File: src/port_ctl_pkg.sv
// constants, types and register map for the usb port mode controller
// assumes a single 10 MHz clock domain
package port_ctl_pkg;

  localparam int CLK_HZ          = 10_000_000;
  localparam int DEBOUNCE_NS     = 150_000;
  // least time: round up to whole cycles
  localparam int DEBOUNCE_CYCLES = (DEBOUNCE_NS * (CLK_HZ / 1_000_000) + 999) / 1000;
  localparam int DEB_CNT_W       = 16;

  localparam int ADDR_W = 4;
  localparam int DATA_W = 8;

  localparam logic [ADDR_W-1:0] REG_CONTROL = 4'h0;
  localparam logic [ADDR_W-1:0] REG_STATUS  = 4'h4;
  localparam logic [DATA_W-1:0] RDATA_RESET = 8'h00;

  localparam int CTRL_FAULT_CLR_BIT = 0;

  localparam int STAT_STATE_LSB  = 0;
  localparam int STAT_ATTACH_BIT = 3;
  localparam int STAT_CC2_BIT    = 4;
  localparam int STAT_FAULT_BIT  = 5;
  localparam int STAT_DSW_BIT    = 6;
  localparam int STAT_REG_BIT    = 7;

  localparam int NUM_PINS = 10;

  typedef enum logic [2:0] {
    ST_OFF     = 3'h0,
    ST_SAMPLE  = 3'h1,
    ST_STARTUP = 3'h2,
    ST_TYPEC   = 3'h3,
    ST_ACTIVE  = 3'h4
  } state_t;

endpackage : port_ctl_pkg

File: src/attach_if.sv
// carries sink attach detection between the mode controller and the debouncer
// assumes both ends run on the same clock
`timescale 1ns/1ps
interface attach_if;
  logic run;
  logic cc1_rd;
  logic cc2_rd;
  logic attached;
  logic sink_cc2;

  modport det (input run, input cc1_rd, input cc2_rd, output attached, output sink_cc2);
  modport ctl (output run, output cc1_rd, output cc2_rd, input attached, input sink_cc2);
endinterface : attach_if

File: src/usb_port_mode_ctrl.sv
// mode control for a downstream usb charging port: attach, power, vconn, data switches
// assumes analog comparators deliver cc, supply and data-line levels as logic pins
//
// Summary of operation
// [RQ1] sample enable only after supply rises above undervoltage lockout
// [RQ2] enable high starts start-up; enable low keeps the port inactive
// [RQ3] after start-up, watch both cc lines for a sink
// [RQ4] regulator turns on only after the attach stays valid for the debounce time
// [RQ5] debounced attach turns on the load switch gate drive
// [RQ6] ra on the line opposite the sink gets vconn
// [RQ7] always start in type-c mode, then follow the mode-select pins
// [RQ8] cdp behaviour also responds to portable device data-line signalling
// [RQ9] client mode: regulator and load switch off, data switches on
// [RQ10] client chosen at start-up keeps data switches on whatever the line voltages
// [RQ11] data switches may turn on in cdp, sdp and client modes
// [RQ12] in client mode data switches turn on once enable is high
// [RQ13] in cdp or sdp, data switches stay off until rd is seen
// [RQ14] in cdp, data switches stay on through the charging handshake
// [RQ15] enable low forces data switches off
// [RQ16] data-line overvoltage forces switches off and raises a fault
// [RQ17] portable device drives dp and reads dm to tell sdp from cdp
// [RQ18] portable device drives dm and reads dp to tell cdp from dedicated port
// [RQ19] upstream host must be active for sdp or cdp charging; the code has no host input, so sdp and cdp power does not depend on it
// [RQ20] mode pins: 0x client off, 10 sdp, 11 cdp; power only for 1x
// [RQ21] keep watching mode pins; no data switch drop on mode change after rd
// [RQ22] cdp to client drops bus power; cdp to sdp keeps it on
// [RQ23] debounce length is a parameter in clock cycles
// [RQ24] detach returns to type-c watch with power, vconn and data switches off; client mode keeps data switches on
//
// Our own choices: the register offsets and the address-and-strobe port.
`timescale 1ns/1ps
module usb_port_mode_ctrl
  import port_ctl_pkg::*;
#(
  parameter int DEBOUNCE = DEBOUNCE_CYCLES
) (
  input  wire logic              I_CLK,
  input  wire logic              I_RESET_N,
  input  wire logic              I_SUPPLY_ABOVE_UVLO,
  input  wire logic              I_ENABLE_UNDERVOLTAGE_INPUT,
  input  wire logic              I_MODE_SELECT_A,
  input  wire logic              I_MODE_SELECT_B,
  input  wire logic              I_CC1_RD_SEEN,
  input  wire logic              I_CC2_RD_SEEN,
  input  wire logic              I_CC1_RA_SEEN,
  input  wire logic              I_CC2_RA_SEEN,
  input  wire logic              I_DATA_OVERVOLTAGE,
  input  wire logic              I_PORT_DATA_PLUS_HIGH,
  input  wire logic [ADDR_W-1:0] I_ADDR,
  input  wire logic [DATA_W-1:0] I_WDATA,
  input  wire logic              I_WR,
  input  wire logic              I_RD,
  output logic                   O_REGULATOR_EN,
  output logic                   O_LOAD_SWITCH_GATE_DRIVE,
  output logic                   O_VCONN_CC1,
  output logic                   O_VCONN_CC2,
  output logic                   O_DATA_SWITCH_EN,
  output logic                   O_OVERVOLTAGE_FAULT,
  output logic                   O_PORT_DATA_MINUS_SOURCE,
  output logic [DATA_W-1:0]      O_RDATA
);

  logic [NUM_PINS-1:0] pins_in;
  logic [NUM_PINS-1:0] sync1_r;
  logic [NUM_PINS-1:0] sync2_r;
  logic uvlo_s;
  logic en_s;
  logic mode_a_s;
  logic mode_b_s;
  logic cc1_rd_s;
  logic cc2_rd_s;
  logic cc1_ra_s;
  logic cc2_ra_s;
  logic ovp_s;
  logic dp_high_s;
  state_t state_r;
  state_t state_nxt;
  logic client_start_r;
  logic rd_seen_r;
  logic fault_r;
  logic fault_clr;
  logic en_ok;
  logic client;
  logic cdp;
  logic client_lock;
  logic run;
  logic active;
  logic reg_nxt;
  logic vconn1_nxt;
  logic vconn2_nxt;
  logic dsw_nxt;
  logic dm_src_nxt;
  logic [DATA_W-1:0] status;
  attach_if att ();

  assign pins_in = {I_SUPPLY_ABOVE_UVLO, I_ENABLE_UNDERVOLTAGE_INPUT, I_MODE_SELECT_A,
                    I_MODE_SELECT_B, I_CC1_RD_SEEN, I_CC2_RD_SEEN, I_CC1_RA_SEEN,
                    I_CC2_RA_SEEN, I_DATA_OVERVOLTAGE, I_PORT_DATA_PLUS_HIGH};

  // two-stage synchronisers, one per pin; only stage two is read
  genvar gi;
  generate
    for (gi = 0; gi < NUM_PINS; gi++) begin : g_sync
      always_ff @(posedge I_CLK or negedge I_RESET_N) begin
        if (!I_RESET_N) begin
          sync1_r[gi] <= 1'b0;
          sync2_r[gi] <= 1'b0;
        end else begin
          sync1_r[gi] <= pins_in[gi];
          sync2_r[gi] <= sync1_r[gi];
        end
      end
    end
  endgenerate

  assign {uvlo_s, en_s, mode_a_s, mode_b_s, cc1_rd_s, cc2_rd_s,
          cc1_ra_s, cc2_ra_s, ovp_s, dp_high_s} = sync2_r;

  // mode decode: a selects bus power, a with b selects cdp
  assign client      = ~mode_a_s;                          // [RQ20]
  assign cdp         = mode_a_s & mode_b_s;                // [RQ20]
  assign en_ok       = en_s & uvlo_s;
  assign client_lock = client_start_r & client;
  assign run         = (state_r == ST_TYPEC) || (state_r == ST_ACTIVE);
  assign active      = (state_r == ST_ACTIVE);

  assign att.run    = run;                                 // [RQ3]
  assign att.cc1_rd = cc1_rd_s;
  assign att.cc2_rd = cc2_rd_s;

  attach_debounce #(
    .CNT_W    (DEB_CNT_W),
    .DEBOUNCE (DEBOUNCE)
  ) u_attach (
    .clk   (I_CLK),
    .rst_n (I_RESET_N),
    .a     (att)
  );

  always_comb begin
    state_nxt = state_r;
    if (!uvlo_s) begin
      state_nxt = ST_OFF;
    end else begin
      case (state_r)
        ST_OFF: begin
          state_nxt = ST_SAMPLE;                           // [RQ1]
        end
        ST_SAMPLE: begin
          if (en_s) begin
            state_nxt = ST_STARTUP;                        // [RQ2]
          end
        end
        ST_STARTUP: begin
          state_nxt = en_s ? ST_TYPEC : ST_SAMPLE;         // [RQ7]
        end
        ST_TYPEC: begin
          if (!en_s) begin
            state_nxt = ST_SAMPLE;
          end else if (att.attached) begin
            state_nxt = ST_ACTIVE;                         // [RQ4]
          end
        end
        ST_ACTIVE: begin
          if (!en_s) begin
            state_nxt = ST_SAMPLE;
          end else if (!att.attached) begin
            state_nxt = ST_TYPEC;                          // [RQ24]
          end
        end
        default: begin
          state_nxt = ST_OFF;
        end
      endcase
    end
  end

  always_ff @(posedge I_CLK or negedge I_RESET_N) begin
    if (!I_RESET_N) begin
      state_r <= ST_OFF;
    end else begin
      state_r <= state_nxt;
    end
  end

  // the mode seen during start-up decides whether client mode is pinned on
  always_ff @(posedge I_CLK or negedge I_RESET_N) begin
    if (!I_RESET_N) begin
      client_start_r <= 1'b0;
    end else if (state_r == ST_OFF || state_r == ST_SAMPLE) begin
      client_start_r <= 1'b0;
    end else if (state_r == ST_STARTUP) begin
      client_start_r <= client;                            // [RQ10]
    end
  end

  // rd memory lets data switches survive mode changes until detach
  always_ff @(posedge I_CLK or negedge I_RESET_N) begin
    if (!I_RESET_N) begin
      rd_seen_r <= 1'b0;
    end else if (!run) begin
      rd_seen_r <= 1'b0;
    end else if (active && !att.attached) begin
      rd_seen_r <= 1'b0;                                   // [RQ24]
    end else if (cc1_rd_s || cc2_rd_s) begin
      rd_seen_r <= 1'b1;                                   // [RQ13] [RQ21]
    end else if (!active) begin
      rd_seen_r <= 1'b0;
    end
  end

  // power follows the mode pins live, so cdp to sdp never drops the bus
  assign reg_nxt    = active & mode_a_s;                   // [RQ9] [RQ20] [RQ22]
  assign vconn1_nxt = active & att.sink_cc2 & cc1_ra_s;    // [RQ6]
  assign vconn2_nxt = active & ~att.sink_cc2 & cc2_ra_s;   // [RQ6]

  // overvoltage is ignored only while client mode is pinned from start-up
  always_comb begin
    dsw_nxt = 1'b0;
    if (!en_ok) begin
      dsw_nxt = 1'b0;                                      // [RQ15]
    end else if (client_lock) begin
      dsw_nxt = 1'b1;                                      // [RQ10]
    end else if (ovp_s) begin
      dsw_nxt = 1'b0;                                      // [RQ16]
    end else if (client) begin
      dsw_nxt = 1'b1;                                      // [RQ12] [RQ11]
    end else begin
      dsw_nxt = rd_seen_r;                                 // [RQ13] [RQ11]
    end
  end

  // cdp answers the portable device's dp probe by sourcing on dm
  assign dm_src_nxt = active & cdp & O_DATA_SWITCH_EN & dp_high_s; // [RQ8] [RQ14]

  always_ff @(posedge I_CLK or negedge I_RESET_N) begin
    if (!I_RESET_N) begin
      O_REGULATOR_EN           <= 1'b0;
      O_LOAD_SWITCH_GATE_DRIVE <= 1'b0;
    end else begin
      O_REGULATOR_EN           <= reg_nxt;                 // [RQ4]
      O_LOAD_SWITCH_GATE_DRIVE <= reg_nxt;                 // [RQ5]
    end
  end

  always_ff @(posedge I_CLK or negedge I_RESET_N) begin
    if (!I_RESET_N) begin
      O_VCONN_CC1 <= 1'b0;
      O_VCONN_CC2 <= 1'b0;
    end else begin
      O_VCONN_CC1 <= vconn1_nxt;
      O_VCONN_CC2 <= vconn2_nxt;
    end
  end

  always_ff @(posedge I_CLK or negedge I_RESET_N) begin
    if (!I_RESET_N) begin
      O_DATA_SWITCH_EN <= 1'b0;
    end else begin
      O_DATA_SWITCH_EN <= dsw_nxt;
    end
  end

  always_ff @(posedge I_CLK or negedge I_RESET_N) begin
    if (!I_RESET_N) begin
      O_PORT_DATA_MINUS_SOURCE <= 1'b0;
    end else begin
      O_PORT_DATA_MINUS_SOURCE <= dm_src_nxt;
    end
  end

  // sticky fault: a new overvoltage in the clear cycle wins
  assign fault_clr = I_WR && (I_ADDR == REG_CONTROL) && I_WDATA[CTRL_FAULT_CLR_BIT];

  always_ff @(posedge I_CLK or negedge I_RESET_N) begin
    if (!I_RESET_N) begin
      fault_r <= 1'b0;
    end else if (ovp_s) begin
      fault_r <= 1'b1;                                     // [RQ16]
    end else if (fault_clr) begin
      fault_r <= 1'b0;
    end
  end

  always_ff @(posedge I_CLK or negedge I_RESET_N) begin
    if (!I_RESET_N) begin
      O_OVERVOLTAGE_FAULT <= 1'b0;
    end else begin
      O_OVERVOLTAGE_FAULT <= ovp_s | (fault_r & ~fault_clr);
    end
  end

  always_comb begin
    status                                = '0;
    status[STAT_STATE_LSB +: 3]           = state_r;
    status[STAT_ATTACH_BIT]               = att.attached;
    status[STAT_CC2_BIT]                  = att.sink_cc2;
    status[STAT_FAULT_BIT]                = fault_r;
    status[STAT_DSW_BIT]                  = O_DATA_SWITCH_EN;
    status[STAT_REG_BIT]                  = O_REGULATOR_EN;
  end

  // read data stand for one cycle only; unmapped reads give zero
  always_ff @(posedge I_CLK or negedge I_RESET_N) begin
    if (!I_RESET_N) begin
      O_RDATA <= RDATA_RESET;
    end else if (I_RD && I_ADDR == REG_STATUS) begin
      O_RDATA <= status;
    end else begin
      O_RDATA <= RDATA_RESET;
    end
  end
endmodule : usb_port_mode_ctrl

File: src/attach_debounce.sv
// debounces the sink termination seen on either cc line
// assumes cc inputs are already synchronised to clk
`timescale 1ns/1ps
module attach_debounce
  import port_ctl_pkg::*;
#(
  parameter int CNT_W    = DEB_CNT_W,
  parameter int DEBOUNCE = DEBOUNCE_CYCLES
) (
  input  wire logic clk,
  input  wire logic rst_n,
  attach_if.det     a
);

  logic             rd_any;
  logic [CNT_W-1:0] cnt_r;
  logic             attached_r;
  logic             sink_cc2_r;

  assign rd_any     = a.cc1_rd | a.cc2_rd;
  assign a.attached = attached_r;
  assign a.sink_cc2 = sink_cc2_r;

  // the count restarts whenever the raw level agrees with the filtered one
  always_ff @(posedge clk or negedge rst_n) begin
    if (!rst_n) begin
      cnt_r <= '0;
    end else if (!a.run || rd_any == attached_r) begin
      cnt_r <= '0;
    end else begin
      cnt_r <= cnt_r + CNT_W'(1);
    end
  end

  always_ff @(posedge clk or negedge rst_n) begin
    if (!rst_n) begin
      attached_r <= 1'b0;
    end else if (!a.run) begin
      attached_r <= 1'b0;
    end else if (rd_any != attached_r && cnt_r == CNT_W'(DEBOUNCE - 1)) begin // [RQ4] [RQ23]
      attached_r <= rd_any;
    end
  end

  // orientation is frozen at attach so vconn cannot hop between lines
  always_ff @(posedge clk or negedge rst_n) begin
    if (!rst_n) begin
      sink_cc2_r <= 1'b0;
    end else if (!attached_r) begin
      sink_cc2_r <= a.cc2_rd & ~a.cc1_rd;
    end
  end

endmodule : attach_debounce

File: config.mk
export PLATFORM = sky130hd
export DESIGN_NAME = usb_port_mode_ctrl
export DESIGN_NICKNAME = d
export VERILOG_FILES = /design/src/port_ctl_pkg.sv /design/src/attach_if.sv /design/src/usb_port_mode_ctrl.sv /design/src/attach_debounce.sv
export SDC_FILE = /design/constraint.sdc
export NUM_CORES = 1
export LEC_CHECK = 0
export ABC_AREA = 1
export ABC_CLOCK_PERIOD_IN_PS = 1200
export BUFFER_PORTS_ARGS = -buffer_cell sky130_fd_sc_hd__buf_4
export CAP_MARGIN = 0
export CELL_PAD_IN_SITES_DETAIL_PLACEMENT = 1
export CELL_PAD_IN_SITES_GLOBAL_PLACEMENT = 1
export CORE_ASPECT_RATIO = 1.5
export CORE_MARGIN = 2
export CORE_UTILIZATION = 38
export CTS_CLUSTER_DIAMETER = 200
export CTS_CLUSTER_SIZE = 30
export DETAILED_ROUTE_END_ITERATION = 10
export PLACE_DENSITY_LB_ADDON = 0.1
export SLEW_MARGIN = 20
export SYNTH_ARGS = -nofsm -noshare
export SYNTH_HDL_FRONTEND = slang
export SYNTH_HIERARCHICAL = 1
export SYNTH_SLANG_ARGS = --single-unit
File: constraint.sdc
create_clock -name I_CLK -period 1.2 [get_ports I_CLK]
set_input_delay 0.18 -clock I_CLK [delete_from_list [all_inputs] [get_ports I_CLK]]
set_output_delay 0.18 -clock I_CLK [all_outputs]
set_load 0.1 [all_outputs]
# Word-level counts from Yosys, hierarchy flattened
# Cells that the tools add are included.
[word_totals]
in_bits = 26
ff_bits = 58
output_inout_bits = 15
[classes]
n_mux = 24
eq_ne = 13
add_sub_neg = 1
n_bitwise = 19
reduce_logical = 16
[op_table]
columns = ["cell", "n"]
rows = [
  ["3-bit two-way mux", 6],
  ["16-bit by 1-bit adder with 16-bit output, second input constant", 1],
  ["16-bit by 11-bit equality test with 1-bit output, second input constant", 1],
  ["16-bit two-way mux", 1],
  ["3-bit one-hot mux with 5 select lines", 1],
  ["1-bit two-way mux", 14],
  ["1-bit bitwise AND", 13],
  ["8-bit two-way mux", 1],
  ["4-bit inequality test, second input constant", 2],
  ["3-bit by 2-bit equality test with 1-bit output, second input constant", 2],
  ["1-bit logical AND", 5],
  ["4-bit by 3-bit equality test with 1-bit output, second input constant", 1],
  ["4-bit logical NOT", 1],
  ["1-bit logical OR", 4],
  ["4-bit by 3-bit inequality test with 1-bit output, second input constant", 1],
  ["1-bit inverter", 4],
  ["2-bit nonzero test", 2],
  ["3-bit by 1-bit equality test with 1-bit output, second input constant", 1],
  ["3-bit equality test, second input constant", 1],
  ["3-bit logical NOT", 1],
  ["3-bit inequality test, second input constant", 1],
  ["3-bit AND reduction", 1],
  ["1-bit logical NOT", 2],
  ["2-bit two-way mux", 1],
  ["other kinds (4)", 5],
]

# Longest topological paths before layout
# Gate-level depths: netlist (run 1).
[depth]
ltp_word = 6
depth_mapped = 8
mapped_depth_nobuf = 8

# Cells and area by module
# The synthesis (run 1) kept the hierarchy.
[modules_own_cells]
columns = ["module", "n_inst", "cells_each", "seq_area_each_um2", "area_each_um2"]
rows = [
  ["usb_port_mode_ctrl", 1, 117, 1001.0, 1362.6],
  ["attach_debounce", 1, 144, 450.4, 1038.5],
]

# Worst setup path after synthesis (run 1)
# Ideal clock, no wire load.
[synth_path]
path_type = "reg-to-output"
from = "register O_LOAD_SWITCH_GATE_DRIVE (netlist name)"
to = "output port O_REGULATOR_EN"
t_required_ns = 1.020
stages_incl_launch_ff = 2
slack_ns = -0.320
arrival_ns = 1.340
path_cell_list = "dfrtp_1 -> buf_4"
[synth_rtl]
columns = ["item", "line", "rtl"]
rows = [
  ["end, declared", "usb_port_mode_ctrl.sv:53", "output logic O_REGULATOR_EN,"],
]

# Final worst setup path (run 1)
[layout_path]
from = "register state_r[0]"
to = "register u_attach.cnt_r[7]"
[layout_between]
elab_chain_cells = 5
[layout_lines]
columns = ["item", "line", "rtl"]
rows = [
  ["start, declared", "usb_port_mode_ctrl.sv:76", "state_t state_r;"],
  ["start signal, assigned", "usb_port_mode_ctrl.sv:182", "state_r <= state_nxt;"],
  ["3-bit by 2-bit equality test with 1-bit output or 3-bit equality test (tied branches)", "usb_port_mode_ctrl.sv:124", "assign run = (state_r == ST_TYPEC) || (state_r == ST_ACTIVE);"],
  ["1-bit logical OR *", "usb_port_mode_ctrl.sv:124", ""],
  ["net att.run", "attach_if.sv:5", "logic run;"],
  ["1-bit logical NOT *", "attach_debounce.sv:28", "end else if (!a.run || rd_any == attached_r) begin"],
  ["1-bit logical OR *", "attach_debounce.sv:28", ""],
  ["16-bit two-way mux *", "attach_debounce.sv:28", ""],
  ["end signal, assigned", "attach_debounce.sv:31", "cnt_r <= cnt_r + CNT_W'(1);"],
  ["end, declared", "attach_debounce.sv:16", "logic [CNT_W-1:0] cnt_r;"],
]
# Mark *: on every way through the listed nets, which the timed path passes. The rest lies on a longest branch.
# A chain may end at the register's enable or synchronous reset.

==> impl_metrics.py, run 1 <==
metrics = {
    "outcome": {
        "run_status": "finished, violations left",
        "violations": "negative setup slack",
    },
    "final_layout": {
        "layout.nets": 376,
        "n_antenna_cell": 0,
        "layout_commonest_cell": "buf_4",
        "layout_common_cells": "buf_4, dfrtp_1, nand2_1",
        "drive_gt1_frac": 0.381,
        "area_growth_pct": 45.5,
    },
    "worst_setup_path": {
        "cp_data_arrival_time_ps": 1600,
        "r2r_end": "u_attach/cnt_r[7]",
        "crit_start": "state_r[0]",
        "cp_max_fo": 8,
        "cp-endpoint": "u_attach/cnt_r[7]",
        "critPathCaptureType": "flip-flop",
        "required_ps": 1470,
        "rr_startpoint": "state_r[0]",
        "crit_path_max_incr_delay_ps": 470,
        "reg2regPathDepth": 7,
        "rrSetupSlack_ps": -130,
        "crit_path_frequent_cell": "nand2_2",
        "cp_slowest_cell": "dfrtp_2",
        "start_kind": "flip-flop",
        "path_cells": "nor2_4, nand2_2, nand2_2, nand2_2, nor2_4, o21ai_1, nor2_1",
        "crit_type": "flip-flop to flip-flop",
    },
    "floorplan": {
        "rows": 35,
        "initial_core_util": 0.392,
        "design.core.area_um2": 6130,
        "pin_count": 41,
        "die_w_um": 68.9,
        "die_h_um": 101,
        "die_area_um2": 6980,
    },
    "synthesis": {
        "syn-num-nets": 288,
        "synth-async-reset-ratio": 1.00,
        "syn-cell-area_um2": 2400,
        "avgSynthCellArea_um2": 9.20,
        "synth_flop_cell": "dfrtp_1",
        "ys_seq_area_frac": 0.604,
        "netlist_instances": 261,
        "yosysWarnings": 6,
        "ys_seq_elements": 58,
        "ys_types": 27,
        "synth_edf_count": 0,
    },
    "route": {
        "viasPerCell": 4.81,
        "drt_iter0_markers": 51,
        "drc": 0,
        "first_pass_iters": 4,
        "vias": 2059,
        "wl_per_cell_um": 14.9,
        "ant_nets": 0,
        "wl_um": 6380,
    },
    "sta": {
        "rsz0062_at_grt": "yes",
        "maxSlewViolCount": 0,
        "hold_viol": 0,
        "setup_slack_ps": -130,
        "worst_pin_slew_ps": 327,
        "period_share": 1.11,
        "timing.fmax_ghz": 0.752,
        "fin_skew_ps": 9.70,
        "slew_headroom": 0.782,
        "setup_viol": 19,
        "setup_tns_ps": -1610,
        "period_minus_slack_ps": 1330,
    },
    "place": {
        "port_buffers": 33,
        "place_congestion": 0.773,
        "pre_cts_slack_ps": -121,
        "post-dp-hpwl_um": 4320,
    },
    "power": {
        "combPwrFrac": 0.112,
        "p_per_area_nw_per_um2": 1250,
        "power.leakage_nw": 1.66,
        "internal_power_mw": 3.21,
        "swShare": 0.265,
        "ir_drop_mv": 0.738,
        "seq_power_share": 0.474,
        "clkPwrFrac": 0.414,
        "p_switching_mw": 1.15,
    },
    "global_route": {
        "grt.total_usage": 0.204,
        "antenna_found_initial": 0,
        "grt_pass1_vias": 2235,
        "grt_overflow": 0,
        "grt_pass1_wl_um": 10200,
        "grt_max_degree": 27,
    },
    "clock_tree": {
        "cts_inserted_buffers": 9,
        "cts_buffer_depth": 2,
        "clkLatencyLatePin_ps": 340,
        "cts-root-buf": "clkbuf_8",
        "ctsHtreeMaxLevel": 3,
        "cts.clk_slew.worst_paths_ps": 80,
        "cts_num_sinks": 58,
        "cts_tree": "done",
    },
    "hold_path": {
        "hold_class": "input pin to flip-flop",
    },
    "flow_run": {
        "drv_cap": 0,
    },
}
[final cells by class]
type                            instances  area [um2]
Multi-Input combinational cell        166         950
Clock inverter                          7        78.8
Clock buffer                            9         124
Sequential cell                        58        1460
Inverter                               36         138
Timing Repair Buffer                   78         652
Tap cell                               74        92.6
Fill cell                             698        2640
[critical path, delay by kind of cell (launching register included)]
kind               cells  cell delay (ps)
and+or+nand+nor        6              700
DFF                    1              470
AOI/OAI and AO/OA      1              110
[synth_stat cells, types with 3 or more instances]
library cell,number,area share
a21oi_1,6,0.013
dfrtp_1,58,0.60
inv_1,35,0.055
nand2_1,54,0.084
nand2_2,3,0.0078
nand3_1,13,0.027
nand3_2,5,0.021
nand4_1,3,0.0078
nor2_1,51,0.080
nor2_2,6,0.016
nor3_1,7,0.015
[metrics by stage]
| stage | power [mW] | instances | cell area, um2 | util | hold slack, ps |
|---|---|---|---|---|---|
| floorplan | 2.26 | 261 | 2410 | - | -116 |
| global placement | 2.47 | 391 | 2940 | 0.479 | 66.6 |
| detailed placement | 2.49 | 391 | 2940 | 0.479 | 68.8 |
| CTS | 4.36 | 422 | 3350 | 0.547 | 150 |
| global route | 4.57 | 428 | 3490 | 0.570 | 170 |
| finish | 4.36 | 428 | 3490 | 0.570 | 157 |
[power by group through the flow]
stage	combinational (mW)	sequential (mW)	clock, mW
2_1_floorplan	0.152	2.11	0
3_3_place_gp	0.388	2.09	0
3_5_place_dp	0.395	2.09	0
4_1_cts	0.451	2.05	1.86
5_1_grt	0.536	2.07	1.96
6_report	0.487	2.07	1.81
[worst min-delay path by stage]
stage,from,slack (ps),cells after the start,to
floorplan,I_RESET_N,-120,0,O_DATA_SWITCH_EN
global placement,I_RESET_N,70,1,O_OVERVOLTAGE_FAULT
detailed placement,I_RESET_N,70,1,O_OVERVOLTAGE_FAULT
CTS,I_WR,150,4,O_OVERVOLTAGE_FAULT
global route,I_WR,170,4,O_OVERVOLTAGE_FAULT
finish,I_WR,160,4,fault_r
[state kept, by name, summed over array words and instances, names as in the netlist, 3 cells and up]
name,cells
sync1_r,10
O_RDATA,8
u_attach/cnt_r,16
state_r,3
[logic make-up after synthesis]
kind of cell,synth area share
DFF,0.604
xor gates and xnor gates,0.00730
adders and majority gates,0.00521
buffers and inverters,0.0594
AOI/OAI and AO/OA,0.0370
and+or+nand+nor,0.287
[what timing repair did]
action	in CTS	in global routing
hold buffers	11	0
endpoints found under the setup margin	22	24
cloned	0	0
buffers inserted	4	6
pin swaps	17	18
gates resized for setup	18	28
endpoints found under the hold margin	52	0
[per-layer routing]
metal / global-route usage / share of wire / vias up
li1: - / - / 988
met1: 0.205 / 0.35 / 1027
met2: 0.383 / 0.60 / 34
met3: 0.0567 / 0.037 / 10
met4: 0.0724 / 0.017 / 0
met5: 0 / 0 / -
(Power assumes the default switching activity.)
==> run 2: changes to the inputs <==
ABC_AREA = default   (was 1)
CORE_UTILIZATION = 40   (was 38)
==> impl_metrics.py, run 2 <==
metrics = {
    "synthesis": {
        "ys_top_cells_by_count": "dfrtp_1, o211ai_1, inv_1",
        "yosys.area.top_type": "dfrtp_1",
        "synth_edf_count": 0,
        "avgSynthCellArea_um2": 12.5,
        "synth_most_common_cell": "dfrtp_1",
        "netlist_instances": 189,
        "syn-cell-area_um2": 2360,
        "synth-async-reset-ratio": 1.00,
        "yosys.area.top_type_share": 0.614,
        "synth_top_cells_by_area": "dfrtp_1, o211ai_1, mux2i_1, nor4_2, and2_1",
        "syn-num-nets": 216,
        "ys_seq_elements": 58,
        "yosysWarnings": 6,
        "ys_types": 47,
        "synth_flop_cell": "dfrtp_1",
        "ys_seq_area_frac": 0.614,
    },
    "worst_setup_path": {
        "cp_data_arrival_time_ps": 1780,
        "crit_start": "state_r[1]",
        "crit_path_max_incr_delay_ps": 420,
        "cp_slowest_cell": "or3b_4",
        "rrSetupSlack_ps": -300,
        "rr_startpoint": "state_r[1]",
        "path_cells": "or3b_4, buf_4, buf_6, o22ai_4, and3_4",
        "critPathCaptureType": "flip-flop",
        "start_kind": "flip-flop",
        "cp_max_fo": 2,
        "required_ps": 1480,
        "critPathTopFamily": "simple AND/OR/NAND/NOR gates",
        "cp_num_buf_inv": 2,
        "crit_type": "flip-flop to flip-flop",
    },
    "floorplan": {
        "design.core.area_um2": 5740,
        "die_h_um": 98.1,
        "initial_core_util": 0.412,
        "rows": 34,
        "die_area_um2": 6550,
        "pin_count": 41,
        "die_w_um": 66.8,
    },
    "global_route": {
        "antenna_found_initial": 0,
        "grt_max_degree": 29,
        "grt_overflow": 0,
        "grt.total_usage": 0.242,
        "grt_pass1_wl_um": 11400,
        "grt_pass1_vias": 2241,
    },
    "final_layout": {
        "area_growth_pct": 54.6,
        "layout_common_cells": "buf_4, dfrtp_1, o211ai_1",
        "finish.instance_area_um2": 3650,
        "drive_gt1_frac": 0.473,
        "largest_reg_flops": 16,
        "layout.nets": 314,
        "regMostFlops": "u_attach/cnt_r",
        "layout_commonest_cell": "buf_4",
        "top_regs": "u_attach/cnt_r x16, sync1_r x10, O_RDATA x8",
        "fin_cells": 364,
        "n_antenna_cell": 0,
    },
    "sta": {
        "setup_viol": 25,
        "worst_pin_slew_ps": 455,
        "rsz0062_at_grt": "yes",
        "period_minus_slack_ps": 1500,
        "maxSlewViolCount": 0,
        "slew_headroom": 0.695,
        "timing.fmax_ghz": 0.665,
        "hold_viol": 0,
        "setup_slack_ps": -305,
        "holdWs_ps": 223,
        "fin_skew_ps": 6.56,
        "period_share": 1.25,
    },
    "power": {
        "power.leakage_nw": 1.62,
        "p_per_area_nw_per_um2": 1140,
        "ir_drop_mv": 0.796,
    },
    "route": {
        "drc": 0,
        "vias": 1933,
        "drt_iter0_markers": 85,
        "wl_per_cell_um": 19.9,
        "viasPerCell": 5.31,
        "first_pass_iters": 4,
        "ant_nets": 0,
        "wl_um": 7230,
    },
    "clock_tree": {
        "cts_buffer_depth": 2,
        "cts_tree": "done",
        "clkLatencyLatePin_ps": 350,
        "cts.clk_slew.worst_paths_ps": 70,
        "cts_num_sinks": 58,
        "ctsHtreeMaxLevel": 3,
        "cts_inserted_buffers": 9,
        "cts-root-buf": "clkbuf_8",
    },
    "hold_path": {
        "hold_class": "input pin to flip-flop",
        "hp-start": "I_ADDR[2]",
    },
    "place": {
        "post-dp-hpwl_um": 4240,
        "port_buffers": 33,
        "place_congestion": 0.793,
        "dp_cells": 327,
        "place_area_um2": 2990,
        "pre_cts_slack_ps": -316,
    },
    "outcome": {
        "violations": "negative setup slack",
        "run_status": "finished, violations left",
    },
    "flow_run": {
        "drv_cap": 0,
    },
}
-- run 2: changes by cell type after synthesis, sizes merged, moves of 5 or more --
| cell | delta |
|---|---|
| nand2 | -52 |
| mux2i | +7 |
| nor4 | +6 |
| and2 | +8 |
| nand3 | -10 |
| o211ai | +12 |
| nor2 | -53 |
| and3 | +5 |
| nor3 | -5 |
| inv | -26 |
-- run 2: routing by layer --
| metal | GRT usage | wire [um] | vias to the layer above | part of all wire |
|---|---|---|---|---|
| met5 | 0 | 0 | - | 0 |
| met4 | 0.133 | 326 | 0 | 0.045 |
| met3 | 0.0576 | 220 | 24 | 0.030 |
| met2 | 0.454 | 4350 | 40 | 0.60 |
| met1 | 0.229 | 2330 | 985 | 0.32 |
| li1 | - | - | 884 | - |
-- run 2: per-stage QoR --
| step | setup TNS, ps | power, mW | util |
|---|---|---|---|
| global route | -5150 | 4.31 | 0.636 |
| floorplan | -3770 | 2.14 | - |
| global placement | -2490 | 2.26 | 0.521 |
| finish | -4070 | 4.16 | 0.636 |
| CTS | -2970 | 4.17 | 0.615 |
| detailed placement | -3370 | 2.27 | 0.521 |
-- run 2: timing repair --
| item | 4_1_cts | 5_1_grt |
|---|---|---|
| pin swaps | 20 | 7 |
| hold buffers | 11 | 0 |
| setup buffers | 2 | 5 |
| gates resized for setup | 43 | 16 |
| cloned | 3 | 0 |
| setup endpoints to repair | 26 | 26 |
| endpoints found under the hold margin | 54 | 0 |
-- run 2: worst reg2reg max path, delay by kind of cell (launching register included) --
| kind | cells | cell delay [ps] |
|---|---|---|
| and+or+nand+nor | 2 | 630 |
| buffers and inverters | 2 | 260 |
| DFF | 1 | 400 |
| AOI/OAI and AO/OA | 1 | 150 |
-- run 2: path summary, 6_finish.rpt --
path                                          end  cells past startpoint
min in group asynchronous                   ovp_s                      2
max in group asynchronous       u_attach/cnt_r[6]                      3
worst max register to register         state_r[1]                      5
worst min-delay path                      fault_r                      3
worst max-delay path                   state_r[1]                      5
worst min register to register         att.cc1_rd                      0
-- run 2: layout make-up --
class | count | area, um2
fillers | 597 | 2090
flip-flops and latches | 58 | 1460
multi-input cells | 114 | 1040
repair buffers | 94 | 822
clock buffers | 12 | 155
well taps | 72 | 90.1
clock inverters | 4 | 50.0
inverters | 10 | 37.5
-- run 2: cells by family after synthesis --
group                      synth area share
AOI/OAI and AO/OA                     0.111
xor gates and xnor gates             0.0111
adders and majority gates           0.00529
buffers and inverters                0.0381
DFF                                   0.614
muxes                                0.0296
and+or+nand+nor                       0.191
-- run 2: report_power, final --
group | internal [mW] | switching (mW)
Combinational | 0.129 | 0.144
Clock | 1.07 | 0.788
Sequential | 2.00 | 0.0314
